[config.mk]
export PLATFORM = sky130hd
export DESIGN_NAME = evp_top
export DESIGN_NICKNAME = d
export VERILOG_FILES = /design/src/inc/evp_pkg.sv /design/src/rtl/evp_top.sv
export VERILOG_INCLUDE_DIRS = /design/src /design/src/inc
export SDC_FILE = /design/constraint.sdc
export NUM_CORES = 2
export LEC_CHECK = 0
export BUFFER_PORTS_ARGS = -buffer_cell sky130_fd_sc_hd__buf_2
export CAP_MARGIN = 40
export CORE_MARGIN = 4
export CORE_UTILIZATION = 30
export DETAILED_ROUTE_END_ITERATION = 7
export HOLD_SLACK_MARGIN = 0.06
export PLACE_DENSITY_LB_ADDON = 0.2
export SETUP_SLACK_MARGIN = 0.02
export SYNTH_ARGS = -nofsm -noshare
export SYNTH_HDL_FRONTEND = slang
export SYNTH_SLANG_ARGS = --single-unit
[constraint.sdc]
create_clock -name clk_sys -period 99 [get_ports clk_sys]
set_input_delay 0 -clock clk_sys [delete_from_list [all_inputs] [get_ports clk_sys]]
set_output_delay 0 -clock clk_sys [all_outputs]
set_load 0.02 [all_outputs]
[src/inc/evp_consts.svh]
// Purpose: Constants for exception vectoring and priority resolution
// Assumes: Exception number is vector number; IRQ n is exception 16+n
// Notes: Offsets in bytes, ranks are internal priority encodings
`ifndef EVP_CONSTS_SVH
`define EVP_CONSTS_SVH

`define EVP_NUM_IRQ 55
`define EVP_IRQ_BASE 16
`define EVP_EXC_RESET 1
`define EVP_EXC_NMI 2
`define EVP_EXC_HARD_FAULT 3
`define EVP_SYS_IMPL_MASK 16'hd87c
`define EVP_IRQ_RSVD_MASK 64'h007f_f660_0000_3e00
`define EVP_BASE_RESET 32'h0000_0000
`define EVP_BASE_MIN 32'h0000_0100
`define EVP_BASE_MAX 32'h3fff_ff00
`define EVP_BASE_ALIGN_MASK 32'hffff_ff00
`define EVP_PRIO_RESET 3'h0
`define EVP_RANK_RESET 4'h0
`define EVP_RANK_NMI 4'h1
`define EVP_RANK_HARD_FAULT 4'h2
`define EVP_RANK_CFG_BASE 4'h3
`define EVP_RANK_IDLE 4'hf

`endif

[src/inc/evp_pkg.sv]
// Purpose: Types for exception vectoring and priority resolution
// Assumes: At most 128 exception numbers
// Notes: Carried as packed structs between core and block
package evp_pkg;

  typedef logic [6:0] evp_num_t;
  typedef logic [2:0] evp_prio_t;
  typedef logic [3:0] evp_rank_t;

  typedef struct packed {
    logic en;
    evp_num_t num;
    evp_prio_t val;
  } evp_prio_wr_t;

  typedef struct packed {
    logic en;
    logic [31:0] data;
  } evp_base_wr_t;

  typedef struct packed {
    logic en;
    evp_num_t num;
  } evp_ret_t;

  typedef struct packed {
    logic valid;
    evp_num_t num;
    logic [31:0] addr;
  } evp_take_t;

endpackage : evp_pkg

[src/rtl/evp_top.sv]
// Purpose: Exception pending/active tracking, priority arbitration, vector address
// Assumes: Requests and core signals come from logic on clk_sys
// Notes: Take offer is registered and reflects state after this cycle's updates
//
// Operation
// - Each exception has fixed vector offset; IRQs start at vector 16, offset 0x40.
// - IRQ number is vector minus sixteen; listed reserved numbers never pend.
// - Stack pointer fetched from table entry 0, handlers from their own entry.
// - After reset the table base is zero.
// - Privileged writes relocate the base within 0x100 to 0x3fffff00.
// - Lower priority value is more urgent.
// - Reset, hard fault and NMI priorities cannot be configured.
// - Configurable priorities reset to zero.
// - Configurable priorities are 0-7, below all fixed negative priorities.
// - Equal priority ties go to lowest exception number.
// - Running handler is preempted by strictly higher priority pending exception.
// - Equal priority arrival does not preempt; it stays pending.
// - Each exception is inactive, pending, active, or active and pending.
// - NMI has fixed priority -2, always enabled, preempted only by reset.
// - Hard fault has fixed priority -1, above all configurable ones.
`include "evp_consts.svh"
`timescale 1ns/1ps
`default_nettype none

module evp_top #(
  parameter int NUM_IRQ = `EVP_NUM_IRQ
) (
  input wire logic clk_sys,
  input wire logic rst,
  input wire logic [15:0] sys_req,
  input wire logic [NUM_IRQ-1:0] irq_req,
  input wire logic priv,
  input wire evp_pkg::evp_prio_wr_t prio_wr,
  input wire evp_pkg::evp_base_wr_t base_wr,
  input wire logic take_ack,
  input wire evp_pkg::evp_ret_t ret,
  output var evp_pkg::evp_take_t take,
  output logic [31:0] sp_fetch_addr,
  output logic [31:0] vector_base,
  output logic [`EVP_IRQ_BASE+NUM_IRQ-1:0] exc_pending,
  output logic [`EVP_IRQ_BASE+NUM_IRQ-1:0] exc_active
);

  localparam int N = `EVP_IRQ_BASE + NUM_IRQ;

  logic [N-1:0] pending_reg;
  logic [N-1:0] pending_next;
  logic [N-1:0] active_reg;
  logic [N-1:0] active_next;
  evp_pkg::evp_prio_t prio_reg [N];
  evp_pkg::evp_prio_t prio_next [N];
  logic [31:0] vector_base_offset_reg;
  logic [31:0] vector_base_offset_next;
  evp_pkg::evp_take_t take_reg;
  evp_pkg::evp_take_t take_next;
  logic [N-1:0] req_vec;
  evp_pkg::evp_rank_t run_rank;
  evp_pkg::evp_rank_t best_rank;
  evp_pkg::evp_num_t best_num;
  logic best_found;
  wire logic [N-1:0] impl_vec;
  wire logic [N-1:0] cfg_vec;
  wire logic [N-1:0] set_vec;
  wire evp_pkg::evp_rank_t rank_vec [N];

  // Exception numbers that exist and can pend
  function automatic logic is_impl(input int n);
    logic [63:0] rsvd;
    logic [15:0] sys;
    rsvd = `EVP_IRQ_RSVD_MASK;
    sys = `EVP_SYS_IMPL_MASK;
    if (n < `EVP_IRQ_BASE) begin
      is_impl = sys[n];
    end else if (n < N) begin
      is_impl = (n - `EVP_IRQ_BASE >= 64) || !rsvd[n-`EVP_IRQ_BASE];
    end else begin
      is_impl = 1'b0;
    end
  endfunction : is_impl

  function automatic logic is_fixed(input int n);
    is_fixed = (n == `EVP_EXC_RESET) || (n == `EVP_EXC_NMI) || (n == `EVP_EXC_HARD_FAULT);
  endfunction : is_fixed

  // Urgency rank; lower is more urgent
  function automatic evp_pkg::evp_rank_t rank_of(input int n, input evp_pkg::evp_prio_t p);
    if (n == `EVP_EXC_RESET) begin
      rank_of = `EVP_RANK_RESET;
    end else if (n == `EVP_EXC_NMI) begin
      rank_of = `EVP_RANK_NMI;
    end else if (n == `EVP_EXC_HARD_FAULT) begin
      rank_of = `EVP_RANK_HARD_FAULT;
    end else begin
      rank_of = `EVP_RANK_CFG_BASE + {1'b0, p};
    end
  endfunction : rank_of

  function automatic logic outranks(input evp_pkg::evp_rank_t a, input evp_pkg::evp_rank_t b);
    outranks = a < b;
  endfunction : outranks

  // Per-exception decode
  for (genvar g = 0; g < N; g++) begin : g_exc
    assign impl_vec[g] = is_impl(g);
    assign cfg_vec[g] = impl_vec[g] && !is_fixed(g);
    assign set_vec[g] = req_vec[g] && impl_vec[g];
    assign rank_vec[g] = rank_of(g, prio_next[g]);
  end : g_exc

  // Request vector by exception number
  always_comb begin
    req_vec = '0;
    req_vec[15:0] = sys_req;
    req_vec[N-1:`EVP_IRQ_BASE] = irq_req;
  end

  // Pending and active state
  always_comb begin
    pending_next = pending_reg;
    active_next = active_reg;
    if (take_ack && take_reg.valid) begin
      pending_next[take_reg.num] = 1'b0;
      active_next[take_reg.num] = 1'b1;
    end
    if (ret.en && (int'(ret.num) < N)) begin
      if (!(take_ack && take_reg.valid && take_reg.num == ret.num)) begin
        active_next[ret.num] = 1'b0;
      end
    end
    pending_next = pending_next | set_vec;
  end

  // Priority configuration
  always_comb begin
    for (int n = 0; n < N; n++) begin
      prio_next[n] = prio_reg[n];
    end
    if (prio_wr.en && priv && (int'(prio_wr.num) < N)) begin
      if (cfg_vec[prio_wr.num]) begin
        prio_next[prio_wr.num] = prio_wr.val;
      end
    end
  end

  // Table base relocation
  always_comb begin
    vector_base_offset_next = vector_base_offset_reg;
    if (base_wr.en && priv && (base_wr.data >= `EVP_BASE_MIN) && (base_wr.data <= `EVP_BASE_MAX)) begin
      vector_base_offset_next = base_wr.data & `EVP_BASE_ALIGN_MASK;
    end
  end

  // Arbitration on the updated state
  always_comb begin
    run_rank = `EVP_RANK_IDLE;
    best_rank = `EVP_RANK_IDLE;
    best_num = '0;
    best_found = 1'b0;
    for (int n = 0; n < N; n++) begin
      if (active_next[n] && outranks(rank_vec[n], run_rank)) begin
        run_rank = rank_vec[n];
      end
    end
    for (int n = 0; n < N; n++) begin
      if (pending_next[n] && (!best_found || outranks(rank_vec[n], best_rank))) begin
        best_rank = rank_vec[n];
        best_num = evp_pkg::evp_num_t'(n);
        best_found = 1'b1;
      end
    end
    take_next.valid = best_found && outranks(best_rank, run_rank);
    take_next.num = best_num;
    take_next.addr = vector_base_offset_next + {23'h0, best_num, 2'b00};
  end

  always_ff @(posedge clk_sys) begin
    if (rst) begin
      pending_reg <= '0;
      active_reg <= '0;
    end else begin
      pending_reg <= pending_next;
      active_reg <= active_next;
    end
  end

  always_ff @(posedge clk_sys) begin
    if (rst) begin
      for (int n = 0; n < N; n++) begin
        prio_reg[n] <= `EVP_PRIO_RESET;
      end
    end else begin
      for (int n = 0; n < N; n++) begin
        prio_reg[n] <= prio_next[n];
      end
    end
  end

  always_ff @(posedge clk_sys) begin
    if (rst) begin
      vector_base_offset_reg <= `EVP_BASE_RESET;
    end else begin
      vector_base_offset_reg <= vector_base_offset_next;
    end
  end

  always_ff @(posedge clk_sys) begin
    if (rst) begin
      take_reg <= '0;
    end else begin
      take_reg <= take_next;
    end
  end

  assign take = take_reg;
  assign sp_fetch_addr = vector_base_offset_reg;
  assign vector_base = vector_base_offset_reg;
  assign exc_pending = pending_reg;
  assign exc_active = active_reg;

endmodule : evp_top

`default_nettype wire

==> impl_metrics.yaml <==
setup_path:
  timing.critical_path.fanout_max: 6
  flop2flop_setup_slack_ns: 4.08
  timing_worst_setup_path_type: "reg2reg"
  arrival_ns: 95.47
  worst_setup_path_end_kind: "flop"
  crit_path_frequent_cell: "ha_1"
  worst_path_max_delay_cell: "or4b_4"
  crit_required_ns: 99.54
  critical-path-max-stage-delay_ns: 0.54
  crit_path_start_kind: "flop"
cells_and_area:
  final_net_count: 7230
  layout-area-overhead-vs-synth_pct: 37.0
  layout.filler_cells: 14000
  drive_above_1_share: 0.309
  largest_reg_flops: 204
synthesis:
  ys.warnings.count: 0
  synth_sequential_area_ratio: 0.202
  netlist_top_cells_area: "dfxtp_1 (20%), ha_1 (13%), nor2_1 (7.2%)"
  postSynthRegisterBits: 414
  synth_area_um2: 41100
  synth_cell_types: 153
  post_synth_inst_count: 5379
  synth-edff-count: 0
  synth_area_leader_cell: "dfxtp_1"
  avgSynthCellArea_um2: 7.64
  ys_dominant_reg_cell: "dfxtp_1"
  yosys.area.top_type_share: 0.202
  async_reset_ff_frac: 0
global_routing:
  globalRouteTotalUtil: 0.237
  globalRoute.totalOverflow: 0
  grt_first_pass_wirelength_um: 264000
  antenna_found_initial: 17
  pin_count_of_the_biggest_net_entering_global_routing: 112
  vias_in_the_first_global_route: 44100
route:
  dr.pass1.iters: 6
  routed_via_density: 5.42
  route.detailed.wl_per_inst_um: 20.9
  initialDrtViolationCount: 3719
  drtAntennaViolNets: 0
  drt_wl_total_um: 178000
  remaining_drc_errors: 0
  vias: 46200
timing:
  final.setup_skew_ns: 0.0191
  report.final.setup_viol: 0
  timing.final.max_slew_violations: 0
  max_clock_freq_ghz: 0.0105
  summed_negative_setup_slack_over_all_endpoints_ns: 0
  rsz0062_at_grt: "yes"
  tightestPinTransition_ns: 0.876
  timing.final.hold_violations: 0
  final.period_utilization: 0.959
  max_slew_margin: 0.399
  min_cycle_time_layout_ns: 94.92
die:
  core_um2: 136000
  start_util: 0.303
  fp.dieArea_um2: 143000
  die_height_um: 378
  placement_rows: 135
  die_w_um: 378
  ioPinCount: 373
clocking:
  clock_sink_count: 414
  cts_tree: "yes"
  cts.htree.levels: 2
  cts.path.max_buffers: 3
  cts_made_buffers: 54
  root_buffer: "clkbuf_16"
  clk_latency_ns: 0.66
  path_clk_slew_ns: 0.07
placement:
  gpl.final_weighted_congestion: 0.955
  buffer_ports.inserted: 339
  dp.final_hpwl_um: 144000
min_path:
  worstHoldPathType: "in2reg"
run:
  maxCapViolations: 0
outcome:
  run_status: "finished clean"
cells by family after synthesis:
kind of cell / Yosys count / synth area share
muxes: 432 / 0.113
other: 1 / 0.0000913
AOI/OAI and AO/OA: 1560 / 0.264
and+or+nand+nor: 1948 / 0.217
adders and majority gates: 434 / 0.131
DFF: 414 / 0.202
xor gates and xnor gates: 100 / 0.0213
buffers and inverters: 490 / 0.0519
metal layers:
layer / GRT usage / share of wire / vias up
met4: 0.0687 / 0.033 / 10
met5: 0 / 0.00037 / -
li1: - / - / 22300
met3: 0.0410 / 0.074 / 249
met2: 0.371 / 0.43 / 1479
met1: 0.331 / 0.46 / 22100
metrics by stage:
step	hold slack [ns]	area [um^2]	cells	utilization	setup slack [ns]
2_1_floorplan	0.117	41200	5384	-	0.0665
3_3_place_gp	0.229	51000	8238	0.375	2.79
3_5_place_dp	0.238	51000	8241	0.376	-0.329
4_1_cts	0.0966	53900	8440	0.397	0.0338
5_1_grt	0.122	56300	8510	0.414	-1.02
6_report	0.114	56300	8518	0.414	4.08
area by class of cell:
cell class,count,area (um^2),share of cell area
multi-input cells,4480,32600,0.580
repair buffers,1403,10000,0.178
flip-flops and latches,414,8290,0.147
well taps,1781,2230,0.0396
clock buffers,67,1490,0.0265
inverters,333,1250,0.0222
clock inverters,32,354,0.00629
diodes,8,20.0,0.000356
cell usage after synthesis, types with 22 or more instances:
cell	instances
a21oi_1	316
o22ai_1	75
o31ai_1	23
mux2_2	222
nor3_1	90
dfxtp_1	414
or2_2	33
and2_1	69
nand3_1	147
o211ai_1	61
inv_1	320
o21ai_0	325
or3_1	30
buf_4	52
xnor2_1	68
nor2_1	786
nor4_1	22
o21a_1	72
mux2i_1	200
a211o_1	27
xor2_1	32
nand2b_1	23
clkbuf_1	78
a211oi_1	69
a21o_1	134
a31oi_1	80
nand2_1	486
nand4_1	49
nor2b_1	54
and3_1	56
ha_1	416
cell usage in the layout, fill, tap and decap left out, drive strengths merged, types with 200 or more instances in the layout:
| cell type | count |
|---|---|
| buf | 1302 |
| nor2 | 789 |
| nand2 | 489 |
| ha | 416 |
| dfxtp | 414 |
| o21ai | 349 |
| inv | 327 |
| a21oi | 325 |
| mux2 | 232 |
| mux2i | 200 |
worst max-delay path: cells and delay by family (launching register included):
family | cells | cell delay [ns]
compound gates | 211 | 35.05
xor+xnor | 1 | 0.15
fa+ha+maj | 67 | 18.01
buf+inv | 39 | 5.05
flops | 1 | 0.39
mux | 53 | 16.07
simple gates | 138 | 19.91
worst paths after layout:
| check | start | end | cells past startpoint |
|---|---|---|---|
| max | take[34] | take[31] | 509 |
| min | irq_req[23] | exc_pending[39] | 4 |
| max reg2reg | take[34] | take[31] | 509 |
| min reg2reg | prio_reg[3][16] | prio_reg[3][16] | 2 |
timing repair:
action                                  in CTS  in global routing
pin swaps                                    0                169
hold buffers                               100                  0
gates resized for setup                     21                414
buffers inserted                             0                 69
endpoints found under the hold margin      165                  0
endpoints found under the setup margin      19                 38
Power is left out: the tool's default activity adds up to more than one toggle a clock period on the data nets, which glitch-free logic cannot reach.
